[src/rtl/hpi_pkg.sv]
// Summary of operation
// - Momentary request sets a sticky detail toggle.
// - Program tests, forces each detail toggle.
// - Active details raise readable subclass and class lines.
// - Class reset clears its constituent detail toggles.
// - Class reset reaches through subclasses down to every detail.
// - Master line puts processor into interrupt mode.
// - Master, class, subclass ignore toggles are programmable.
// - Ignore blocks upward only; signals stay testable.
// - Requests rise level by level until blocked.
// - Normal interrupts taken at instruction boundary only.
// - Entry sets master ignore toggle.
// - Entry stores memory transfer register to word zero.
// - Entry stores return address in word 14 high half.
// - Jump through class vector word.
// - Program error suspends within one clock.
// - Other computer errors stop at recoverable point.
// - Disc instruction transfer error counts as computer error.
// - Interrupt aborts search; search toggle untouched.
// - Fixed class priority chooses the vector.
// - Six consecutive vector words, high four characters.
// - No normal interrupt right after toggle instruction.
package hpi_pkg;
  localparam int NDET = 16;
  localparam int NCLS = 6;
  // Class numbering follows priority order, 0 highest.
  localparam int C_ERR  = 0;
  localparam int C_IO   = 1;
  localparam int C_DISC = 2;
  localparam int C_RT   = 3;
  localparam int C_UR   = 4;
  localparam int C_OTH  = 5;
  // Error class subclasses.
  localparam int S_CPU  = 0;
  localparam int S_XFER = 1;
  // Detail bit positions; computer error details first.
  localparam int D_PROG = 0;
  localparam int D_CERR = 1;
  localparam int D_DISC_INSTR = 2;
  localparam int D_XFER = 3;
  localparam logic [15:0] DET_CLASS_ERR  = 16'h000f;
  localparam logic [15:0] DET_CLASS_IO   = 16'h00f0;
  localparam logic [15:0] DET_CLASS_DISC = 16'h0700;
  localparam logic [15:0] DET_CLASS_RT   = 16'h1800;
  localparam logic [15:0] DET_CLASS_UR   = 16'h6000;
  localparam logic [15:0] DET_CLASS_OTH  = 16'h8000;
  localparam logic [15:0] DET_SUB_CPU    = 16'h0007;
  localparam logic [15:0] DET_SUB_XFER   = 16'h0008;
  // Memory words used on entry.
  localparam logic [15:0] ADR_SAVE_R   = 16'h0000;
  localparam logic [15:0] ADR_SAVE_RET = 16'h000e;
  localparam logic [15:0] ADR_VEC_BASE = 16'h0008;
  // Vector word offset per priority-ordered class.
  localparam logic [15:0] VEC_OFS_ERR  = 16'h0002;
  localparam logic [15:0] VEC_OFS_IO   = 16'h0003;
  localparam logic [15:0] VEC_OFS_DISC = 16'h0001;
  localparam logic [15:0] VEC_OFS_RT   = 16'h0004;
  localparam logic [15:0] VEC_OFS_UR   = 16'h0000;
  localparam logic [15:0] VEC_OFS_OTH  = 16'h0005;
  // Register map.
  localparam logic [7:0] REG_DET    = 8'h00;
  localparam logic [7:0] REG_DSET   = 8'h04;
  localparam logic [7:0] REG_DCLR   = 8'h08;
  localparam logic [7:0] REG_IGN    = 8'h0c;
  localparam logic [7:0] REG_CRST   = 8'h10;
  localparam logic [7:0] REG_STAT   = 8'h14;
  localparam logic [8:0] IGN_RST    = 9'h1ff;
  localparam int IGN_MASTER = 8;
  localparam int IGN_SUB0   = 6;
  localparam logic [1:0] RESP_OK  = 2'b00;
  localparam logic [1:0] RESP_ERR = 2'b10;
  typedef enum logic [2:0] {
    ST_RUN, ST_SAVE_R, ST_SAVE_RET, ST_VEC, ST_JUMP
  } hpi_state_t;
endpackage

[src/rtl/hpi_unit.sv]
// Local design decisions: the AXI4-Lite interface to the registers and the placing of the registers.
`timescale 1ns/1ns
module hpi_unit
  import hpi_pkg::*;
(
  input  wire logic             aclk,
  input  wire logic             aresetn,
  input  wire logic [NDET-1:0]  det_req,
  input  wire logic             instr_boundary,
  input  wire logic             recover_point,
  input  wire logic             toggle_instr_done,
  input  wire logic             search_active,
  input  wire logic [15:0]      mtr_data,
  input  wire logic [15:0]      instr_addr,
  output logic                  int_mode,
  output logic                  suspend,
  output logic                  search_abort,
  output logic                  mem_wr,
  output logic                  mem_rd,
  output logic [15:0]           mem_addr,
  output logic [15:0]           mem_wdata,
  output logic                  mem_hi_half,
  input  wire logic [15:0]      mem_rdata,
  input  wire logic             mem_ack,
  output logic                  jump_valid,
  output logic [15:0]           jump_addr,
  input  wire logic [7:0]       s_axi_awaddr,
  input  wire logic             s_axi_awvalid,
  output logic                  s_axi_awready,
  input  wire logic [31:0]      s_axi_wdata,
  input  wire logic [3:0]       s_axi_wstrb,
  input  wire logic             s_axi_wvalid,
  output logic                  s_axi_wready,
  output logic [1:0]            s_axi_bresp,
  output logic                  s_axi_bvalid,
  input  wire logic             s_axi_bready,
  input  wire logic [7:0]       s_axi_araddr,
  input  wire logic             s_axi_arvalid,
  output logic                  s_axi_arready,
  output logic [31:0]           s_axi_rdata,
  output logic [1:0]            s_axi_rresp,
  output logic                  s_axi_rvalid,
  input  wire logic             s_axi_rready
);
  logic [NDET-1:0] det_ff;
  logic [8:0]      ign_ff;
  logic [NCLS-1:0] cls_line;
  logic [1:0]      sub_line;
  logic [NCLS-1:0] cls_pass;
  logic            master_line;
  logic            fresh_toggle_ff;
  logic            prog_err;
  logic            cerr_any;
  hpi_state_t      state_ff;
  logic [15:0]     vec_ofs_ff;
  logic [15:0]     jump_addr_ff;
  logic            jump_valid_ff;
  logic [15:0]     ret_addr_ff;
  logic [15:0]     mtr_ff;
  logic [15:0]     cls_mask [NCLS];
  logic [15:0]     vec_ofs [NCLS];

  logic [7:0]      aw_ff;
  logic [31:0]     w_ff;
  logic [3:0]      ws_ff;
  logic            awv_ff;
  logic            wv_ff;
  logic            bv_ff;
  logic [1:0]      br_ff;
  logic            rv_ff;
  logic [31:0]     rd_ff;
  logic [1:0]      rr_ff;
  logic            wr_go;
  logic            wr_map;
  logic [15:0]     wd16;
  logic            entry_go;

  assign cls_mask[C_ERR]  = DET_CLASS_ERR;
  assign cls_mask[C_IO]   = DET_CLASS_IO;
  assign cls_mask[C_DISC] = DET_CLASS_DISC;
  assign cls_mask[C_RT]   = DET_CLASS_RT;
  assign cls_mask[C_UR]   = DET_CLASS_UR;
  assign cls_mask[C_OTH]  = DET_CLASS_OTH;
  assign vec_ofs[C_ERR]   = VEC_OFS_ERR;
  assign vec_ofs[C_IO]    = VEC_OFS_IO;
  assign vec_ofs[C_DISC]  = VEC_OFS_DISC;
  assign vec_ofs[C_RT]    = VEC_OFS_RT;
  assign vec_ofs[C_UR]    = VEC_OFS_UR;
  assign vec_ofs[C_OTH]   = VEC_OFS_OTH;

  // Subclass lines feed the error class through their own ignores.
  assign sub_line[S_CPU]  = |(det_ff & DET_SUB_CPU);
  assign sub_line[S_XFER] = |(det_ff & DET_SUB_XFER);

  genvar gi;
  generate
    for (gi = 0; gi < NCLS; gi++) begin : g_cls
      if (gi == C_ERR) begin : g_err
        assign cls_line[gi] = |sub_line;
        assign cls_pass[gi] = ~ign_ff[gi] &
          |(sub_line & ~ign_ff[IGN_SUB0+1:IGN_SUB0]);
      end else begin : g_plain
        assign cls_line[gi] = |(det_ff & cls_mask[gi]);
        assign cls_pass[gi] = cls_line[gi] & ~ign_ff[gi];
      end
    end
  endgenerate

  assign master_line = |cls_pass & ~ign_ff[IGN_MASTER];
  // Disc instruction transfer errors sit in the computer subclass.
  assign prog_err = det_ff[D_PROG] & cls_pass[C_ERR] &
                    ~ign_ff[IGN_SUB0+S_CPU];
  assign cerr_any = |(det_ff & DET_SUB_CPU) & cls_pass[C_ERR] &
                    ~ign_ff[IGN_SUB0+S_CPU];

  // Entry timing: program error at once, other computer errors at a
  // recoverable point or a boundary, all else at a boundary not after a toggle op.
  always_comb begin
    entry_go = 1'b0;
    if (master_line && state_ff == ST_RUN) begin
      if (prog_err) begin
        entry_go = 1'b1;
      end else if (cerr_any) begin
        entry_go = recover_point | instr_boundary;
      end else begin
        entry_go = instr_boundary & ~fresh_toggle_ff;
      end
    end
  end

  assign wr_go  = awv_ff & wv_ff & ~bv_ff;
  assign wr_map = aw_ff == REG_DET || aw_ff == REG_DSET ||
                  aw_ff == REG_DCLR || aw_ff == REG_IGN ||
                  aw_ff == REG_CRST || aw_ff == REG_STAT;
  assign wd16   = s_wd(w_ff, ws_ff);

  function automatic logic [15:0] s_wd(input logic [31:0] d,
                                       input logic [3:0] s);
    s_wd = {d[15:8] & {8{s[1]}}, d[7:0] & {8{s[0]}}};
  endfunction

  // Detail toggles: hardware set wins over any clear.
  always_ff @(posedge aclk) begin
    if (!aresetn) begin
      det_ff <= '0;
    end else begin
      logic [NDET-1:0] clr;
      logic [NDET-1:0] nxt_det;
      clr = '0;
      nxt_det = det_ff;
      if (wr_go && aw_ff == REG_DET) begin
        nxt_det = wd16;
      end
      if (wr_go && aw_ff == REG_DSET) begin
        nxt_det = nxt_det | wd16;
      end
      if (wr_go && aw_ff == REG_DCLR) begin
        clr = wd16;
      end
      if (wr_go && aw_ff == REG_CRST) begin
        for (int c = 0; c < NCLS; c++) begin
          if (w_ff[c]) begin
            clr = clr | cls_mask[c];
          end
        end
        if (w_ff[8+S_CPU]) clr = clr | DET_SUB_CPU;
        if (w_ff[8+S_XFER]) clr = clr | DET_SUB_XFER;
      end
      det_ff <= (nxt_det & ~clr) | det_req;
    end
  end

  always_ff @(posedge aclk) begin
    if (!aresetn) begin
      ign_ff <= IGN_RST;
    end else if (entry_go) begin
      ign_ff[IGN_MASTER] <= 1'b1;
    end else if (wr_go && aw_ff == REG_IGN) begin
      ign_ff <= wd16[8:0];
    end
  end

  always_ff @(posedge aclk) begin
    if (!aresetn) begin
      fresh_toggle_ff <= 1'b0;
    end else if (toggle_instr_done) begin
      fresh_toggle_ff <= 1'b1;
    end else if (instr_boundary) begin
      fresh_toggle_ff <= 1'b0;
    end
  end

  // Entry sequence: save R, save return address, fetch vector, jump.
  always_ff @(posedge aclk) begin
    if (!aresetn) begin
      state_ff      <= ST_RUN;
      vec_ofs_ff    <= '0;
      ret_addr_ff   <= '0;
      mtr_ff        <= '0;
      jump_addr_ff  <= '0;
      jump_valid_ff <= 1'b0;
    end else begin
      jump_valid_ff <= 1'b0;
      case (state_ff)
        ST_RUN: begin
          if (entry_go) begin
            state_ff    <= ST_SAVE_R;
            mtr_ff      <= mtr_data;
            ret_addr_ff <= instr_addr;
            vec_ofs_ff  <= VEC_OFS_OTH;
            for (int c = NCLS - 1; c >= 0; c--) begin
              if (cls_pass[c]) vec_ofs_ff <= vec_ofs[c];
            end
          end
        end
        ST_SAVE_R: begin
          if (mem_ack) state_ff <= ST_SAVE_RET;
        end
        ST_SAVE_RET: begin
          if (mem_ack) state_ff <= ST_VEC;
        end
        ST_VEC: begin
          if (mem_ack) begin
            jump_addr_ff <= mem_rdata;
            state_ff     <= ST_JUMP;
          end
        end
        ST_JUMP: begin
          jump_valid_ff <= 1'b1;
          state_ff      <= ST_RUN;
        end
        default: state_ff <= ST_RUN;
      endcase
    end
  end

  assign int_mode     = state_ff != ST_RUN;
  assign suspend      = entry_go | int_mode;
  // Only the abort pulse; the search mode toggle lives elsewhere.
  assign search_abort = entry_go & search_active;
  assign mem_wr       = state_ff == ST_SAVE_R || state_ff == ST_SAVE_RET;
  assign mem_rd       = state_ff == ST_VEC;
  assign mem_hi_half  = state_ff != ST_SAVE_R;
  assign mem_addr  = state_ff == ST_SAVE_R   ? ADR_SAVE_R :
                     state_ff == ST_SAVE_RET ? ADR_SAVE_RET :
                     ADR_VEC_BASE + vec_ofs_ff;
  assign mem_wdata = state_ff == ST_SAVE_R ? mtr_ff : ret_addr_ff;
  assign jump_addr  = jump_addr_ff;
  assign jump_valid = jump_valid_ff;

  // AXI4-Lite write path: address and data captured independently.
  always_ff @(posedge aclk) begin
    if (!aresetn) begin
      awv_ff <= 1'b0;
      wv_ff  <= 1'b0;
      aw_ff  <= '0;
      w_ff   <= '0;
      ws_ff  <= '0;
      bv_ff  <= 1'b0;
      br_ff  <= RESP_OK;
    end else begin
      if (s_axi_awvalid && s_axi_awready) begin
        awv_ff <= 1'b1;
        aw_ff  <= {s_axi_awaddr[7:2], 2'b00};
      end
      if (s_axi_wvalid && s_axi_wready) begin
        wv_ff <= 1'b1;
        w_ff  <= s_axi_wdata;
        ws_ff <= s_axi_wstrb;
      end
      if (wr_go) begin
        awv_ff <= 1'b0;
        wv_ff  <= 1'b0;
        bv_ff  <= 1'b1;
        br_ff  <= wr_map ? RESP_OK : RESP_ERR;
      end else if (bv_ff && s_axi_bready) begin
        bv_ff <= 1'b0;
      end
    end
  end

  assign s_axi_awready = ~awv_ff & ~bv_ff;
  assign s_axi_wready  = ~wv_ff & ~bv_ff;
  assign s_axi_bvalid  = bv_ff;
  assign s_axi_bresp   = br_ff;

  always_ff @(posedge aclk) begin
    if (!aresetn) begin
      rv_ff <= 1'b0;
      rd_ff <= '0;
      rr_ff <= RESP_OK;
    end else if (s_axi_arvalid && s_axi_arready) begin
      rv_ff <= 1'b1;
      rr_ff <= RESP_OK;
      case ({s_axi_araddr[7:2], 2'b00})
        REG_DET:  rd_ff <= {16'h0000, det_ff};
        REG_IGN:  rd_ff <= {23'h00_0000, ign_ff};
        REG_STAT: rd_ff <= {18'h0_0000,
                            state_ff != ST_RUN, master_line, sub_line,
                            4'h0, cls_line};
        REG_DSET, REG_DCLR, REG_CRST: rd_ff <= '0;
        default: begin
          rd_ff <= '0;
          rr_ff <= RESP_ERR;
        end
      endcase
    end else if (rv_ff && s_axi_rready) begin
      rv_ff <= 1'b0;
    end
  end

  assign s_axi_arready = ~rv_ff;
  assign s_axi_rvalid  = rv_ff;
  assign s_axi_rdata   = rd_ff;
  assign s_axi_rresp   = rr_ff;

  a_det_sticky: assert property (@(posedge aclk) disable iff (!aresetn)
    det_req[4] |=> det_ff[4]) else $error("detail lost");
  a_master_ign: assert property (@(posedge aclk) disable iff (!aresetn)
    entry_go |=> ign_ff[IGN_MASTER]) else $error("no ignore");
  a_no_entry_ign: assert property (@(posedge aclk) disable iff (!aresetn)
    ign_ff[IGN_MASTER] |-> !entry_go) else $error("ignored");
  a_prog_fast: assert property (@(posedge aclk) disable iff (!aresetn)
    (prog_err && !ign_ff[IGN_MASTER] && state_ff == ST_RUN)
      |-> entry_go) else $error("slow error");
  a_no_fresh: assert property (@(posedge aclk) disable iff (!aresetn)
    (entry_go && !cerr_any && !prog_err) |-> !fresh_toggle_ff)
    else $error("toggle gap");
  a_save_zero: assert property (@(posedge aclk) disable iff (!aresetn)
    entry_go |=> mem_wr && mem_addr == ADR_SAVE_R)
    else $error("save r");
  a_err_prio: assert property (@(posedge aclk) disable iff (!aresetn)
    (entry_go && cls_pass[C_ERR]) |=> vec_ofs_ff == VEC_OFS_ERR)
    else $error("priority");
  a_class_line: assert property (@(posedge aclk) disable iff (!aresetn)
    det_ff[8] |-> cls_line[C_DISC]) else $error("class");
  a_boundary: assert property (@(posedge aclk) disable iff (!aresetn)
    (entry_go && !cerr_any && !prog_err) |-> instr_boundary)
    else $error("mid instr");
  a_ret_save: assert property (@(posedge aclk) disable iff (!aresetn)
    (state_ff == ST_SAVE_RET) |-> (mem_wr && mem_hi_half &&
      mem_addr == ADR_SAVE_RET)) else $error("save return");
  a_vec_half: assert property (@(posedge aclk) disable iff (!aresetn)
    mem_rd |-> mem_hi_half) else $error("vector half");
endmodule // hpi_unit

[config.mk]
export PLATFORM = sky130hd
export DESIGN_NAME = hpi_unit
export DESIGN_NICKNAME = d
export VERILOG_FILES = /design/src/rtl/hpi_pkg.sv /design/src/rtl/hpi_unit.sv
export SDC_FILE = /design/constraint.sdc
export NUM_CORES = 1
export LEC_CHECK = 0
export BUFFER_PORTS_ARGS = -buffer_cell sky130_fd_sc_hd__buf_2
export CELL_PAD_IN_SITES_DETAIL_PLACEMENT = 1
export CELL_PAD_IN_SITES_GLOBAL_PLACEMENT = 1
export CORE_AREA = 2 2 148 121
export DETAILED_ROUTE_END_ITERATION = 12
export DIE_AREA = 0 0 150 123
export PLACE_DENSITY_LB_ADDON = 0.12
export REMOVE_ABC_BUFFERS = 1
export SYNTH_ARGS = -nofsm -noshare
export SYNTH_HDL_FRONTEND = slang
export SYNTH_SLANG_ARGS = --single-unit
[constraint.sdc]
create_clock -name aclk -period 2.95 [get_ports aclk]
set_input_delay 0.295 -clock aclk [delete_from_list [all_inputs] [get_ports aclk]]
set_output_delay 0.295 -clock aclk [all_outputs]
set_load 0.02 [all_outputs]
==> out/qor.csv <==
metric,value,unit
Final Power,4.36,mW
RR Startpoint,det_ff[4],
worst skew pair latency,410,ps
Syn Area/Cell,8.17,um2
dpl hpwl,13.7,mm
CTS tree,done,
filler cell count,2107,
ant diodes,0,
most frequent cell after synthesis,dfxtp_1,
"non-filler cells, final",1105,
CTS Root Cell,clkbuf_16,
status,finished clean,
H-tree depth,4,
vias in the first global route,5809,
Tcrit/Tclk final,93.2,%
RSZ-0062 raised after global routing,false,
post-route ant nets,0,
Worst Max-Slew Pin Slew,962,ps
DRT Pass-1 Iters,4,
layout cells sized above 1,27.6,%
Synth cell types,55,
CTS max path bufs,2,
Area Overhead vs Synth,25.8,%
Worst R2R Path Depth,5,
core area,17000,um2
largest net degree at the start of global routing,39,
Hold Worst Slack,89.6,ps
WHS Endpoint,det_ff[3],
power per cell area,590,nW/um2
Post-route DRC,0,
CP Launch Type,flop,
required time worst endpoint,2650,ps
Hold Path Depth,2,
"CTS clk-pin slew, worst paths",60,ps
commonest cells in the netlist,"dfxtp_1, nand2_1, a21oi_1, o21ai_0, nor2_1",
Worst Path Arrival,2450,ps
Final Net Count,995,
mapped cell area,5860,um2
first-pass GRT wire length,29.9,mm
GPL Wtd Cong,0.782,
die area,18500,um2
share of flip-flops with an asynchronous set or reset,0,%
initial antenna violation count,0,
top_reg_cell synth,dfxtp_1,
"worst slack, placed",398,ps
slew margin rel.,35.9,%
Placed Area,6770,um2
final setup violation count,0,
GRT Total Usage,20.7,%
# Max-Cap Violations,0,
Final WS setup,201,ps
min-delay src,det_req[3],
Vias,5668,
Post-CTS Hold Buffers,0,
Leak,3.07,nW
Worst IR Drop VDD,0.000377,V
"EDFF count, synth",0,
worst reg2reg endpoint,ign_ff[6],
routed len/inst,17.1,um
# IOs,224,
fin crit period,2750,ps
Setup TNS,0,ps
post-synth top area cell,dfxtp_1,
crit path kind,reg -> out,
CP Max Fanout,15,
total wire length,18.9,mm
Final Cell Area,7380,um2
Layout Skew,7.18,ps
Post-Place Cells,1073,
Num CTS Buffers,17,
crit end category,output port,
Yosys warnings,0,
Post-Synthesis Cells,718,
maximum clock frequency,364,MHz
flip-flop and latch count after synthesis,127,
CTS Sinks,127,
area share of the largest cell type after synthesis,43.4,%
flop-to-flop setup slack,450,ps
grt ovf,0,
Port Buffers,171,
post-layout util,43.4,%
Starting Density,34.5,%
via/cell ratio,5.13,
initial DRC count,306,
post-synthesis sequential area ratio,43.4,%
max-slew violations,0,
min-delay worst type,in -> reg,
ranking of synthesized cells by area,"dfxtp_1, a21oi_1, nand2_1, mux2_2, o21ai_0",
die width,150,um
Die Y-Extent,123,um
Site Rows,43,
Final Hold Viols,0,
==> final cells by class <==
class | count | area [um2] | area share, %
clock buffers | 22 | 474 | 6.43
inverters | 10 | 37.5 | 0.509
clock inverters | 10 | 135 | 1.83
multi-input cells | 530 | 2980 | 40.3
repair buffers | 181 | 931 | 12.6
flip-flops and latches | 127 | 2540 | 34.5
well taps | 225 | 282 | 3.82
==> sequential cells by signal, indices dropped and copies added, names as in the netlist, 2 cells and up <==
name	flops
aw_ff	6
det_ff	16
ign_ff	9
jump_addr	16
mtr_ff	16
ret_addr_ff	16
s_axi_rdata	16
state_ff	3
vec_ofs_ff	3
w_ff	16
ws_ff	2
==> critical path, cell delays in order (launching register included) <==
cell,delay (ps)
dfxtp_1,350
nor4_1,510
o22ai_1,270
o31a_2,530
and3_1,240
buf_2,150
==> layer usage <==
metal | vias to the layer above | track usage (%) | part of all wire [%]
met5 | - | 0 | 0
met4 | 0 | 5.78 | 1.4
met3 | 19 | 5.24 | 5.5
met2 | 159 | 34.0 | 47
met1 | 2717 | 27.1 | 46
li1 | 2773 | - | -
==> logic make-up (layout without fill, tap and decap cells) <==
| group | count (synthesis) | count (layout) | share of synthesized area [%] |
|---|---|---|---|
| simple gates | 245 | 245 | 19.1 |
| buf+inv | 90 | 223 | 7.89 |
| mux | 32 | 32 | 5.95 |
| xor+xnor | 5 | 5 | 0.747 |
| other cells | 1 | 30 | 0.0639 |
| flops | 127 | 127 | 43.4 |
| compound gates | 218 | 218 | 22.9 |
==> cells in the final DEF, fill, tap and decap left out, types with 3 or more instances in the layout <==
cell type | Yosys | routed
xor2_1 | 4 | 4
nand2b_1 | 14 | 14
and3_1 | 5 | 5
buf_2 | 4 | 171
nand2_1 | 106 | 106
clkinv_2 | 0 | 3
and2_1 | 3 | 3
mux2i_1 | 9 | 9
bufinv_16 | 0 | 3
nand3_1 | 40 | 40
mux2_2 | 23 | 23
o21ai_0 | 48 | 48
conb_1 | 1 | 30
a221oi_1 | 11 | 11
nand4_1 | 4 | 4
a31oi_1 | 8 | 8
clkbuf_16 | 0 | 17
nor2_1 | 47 | 47
a22o_1 | 4 | 4
o21a_1 | 12 | 12
a211oi_1 | 4 | 4
nor2b_1 | 7 | 7
buf_4 | 32 | 10
a32oi_1 | 5 | 5
or3_1 | 3 | 3
clkbuf_8 | 0 | 3
inv_1 | 9 | 9
a22oi_1 | 8 | 8
o22ai_1 | 4 | 4
clkinvlp_4 | 0 | 4
a2bb2oi_1 | 6 | 6
a32o_1 | 3 | 3
dfxtp_1 | 127 | 127
o21ai_1 | 6 | 6
a21oi_1 | 88 | 88
nor3_1 | 4 | 4
==> worst max path at each step <==
stage                start           end  slack (ps)  depth (start not counted)
3_5_place_dp     det_ff[4]     ign_ff[5]         400                          5
6_report         det_ff[4]  search_abort         200                          5
2_1_floorplan  state_ff[0]  search_abort         440                          3
3_3_place_gp     det_ff[5]     ign_ff[4]         500                          5
5_1_grt          det_ff[4]       suspend          60                          6
4_1_cts          det_ff[4]  search_abort          90                          5
==> where the power goes <==
group          switching [mW]  total [mW]  internal, mW
clock network           0.773        2.16          1.39
registers              0.0668        1.83          1.76
logic                   0.229       0.362         0.133
==> timing repair <==
item	in CTS	in global routing
gates resized for setup	0	1
buffers inserted	0	0
endpoints found under the setup margin	0	2
Note: power is estimated with default switching activity, not from simulation.
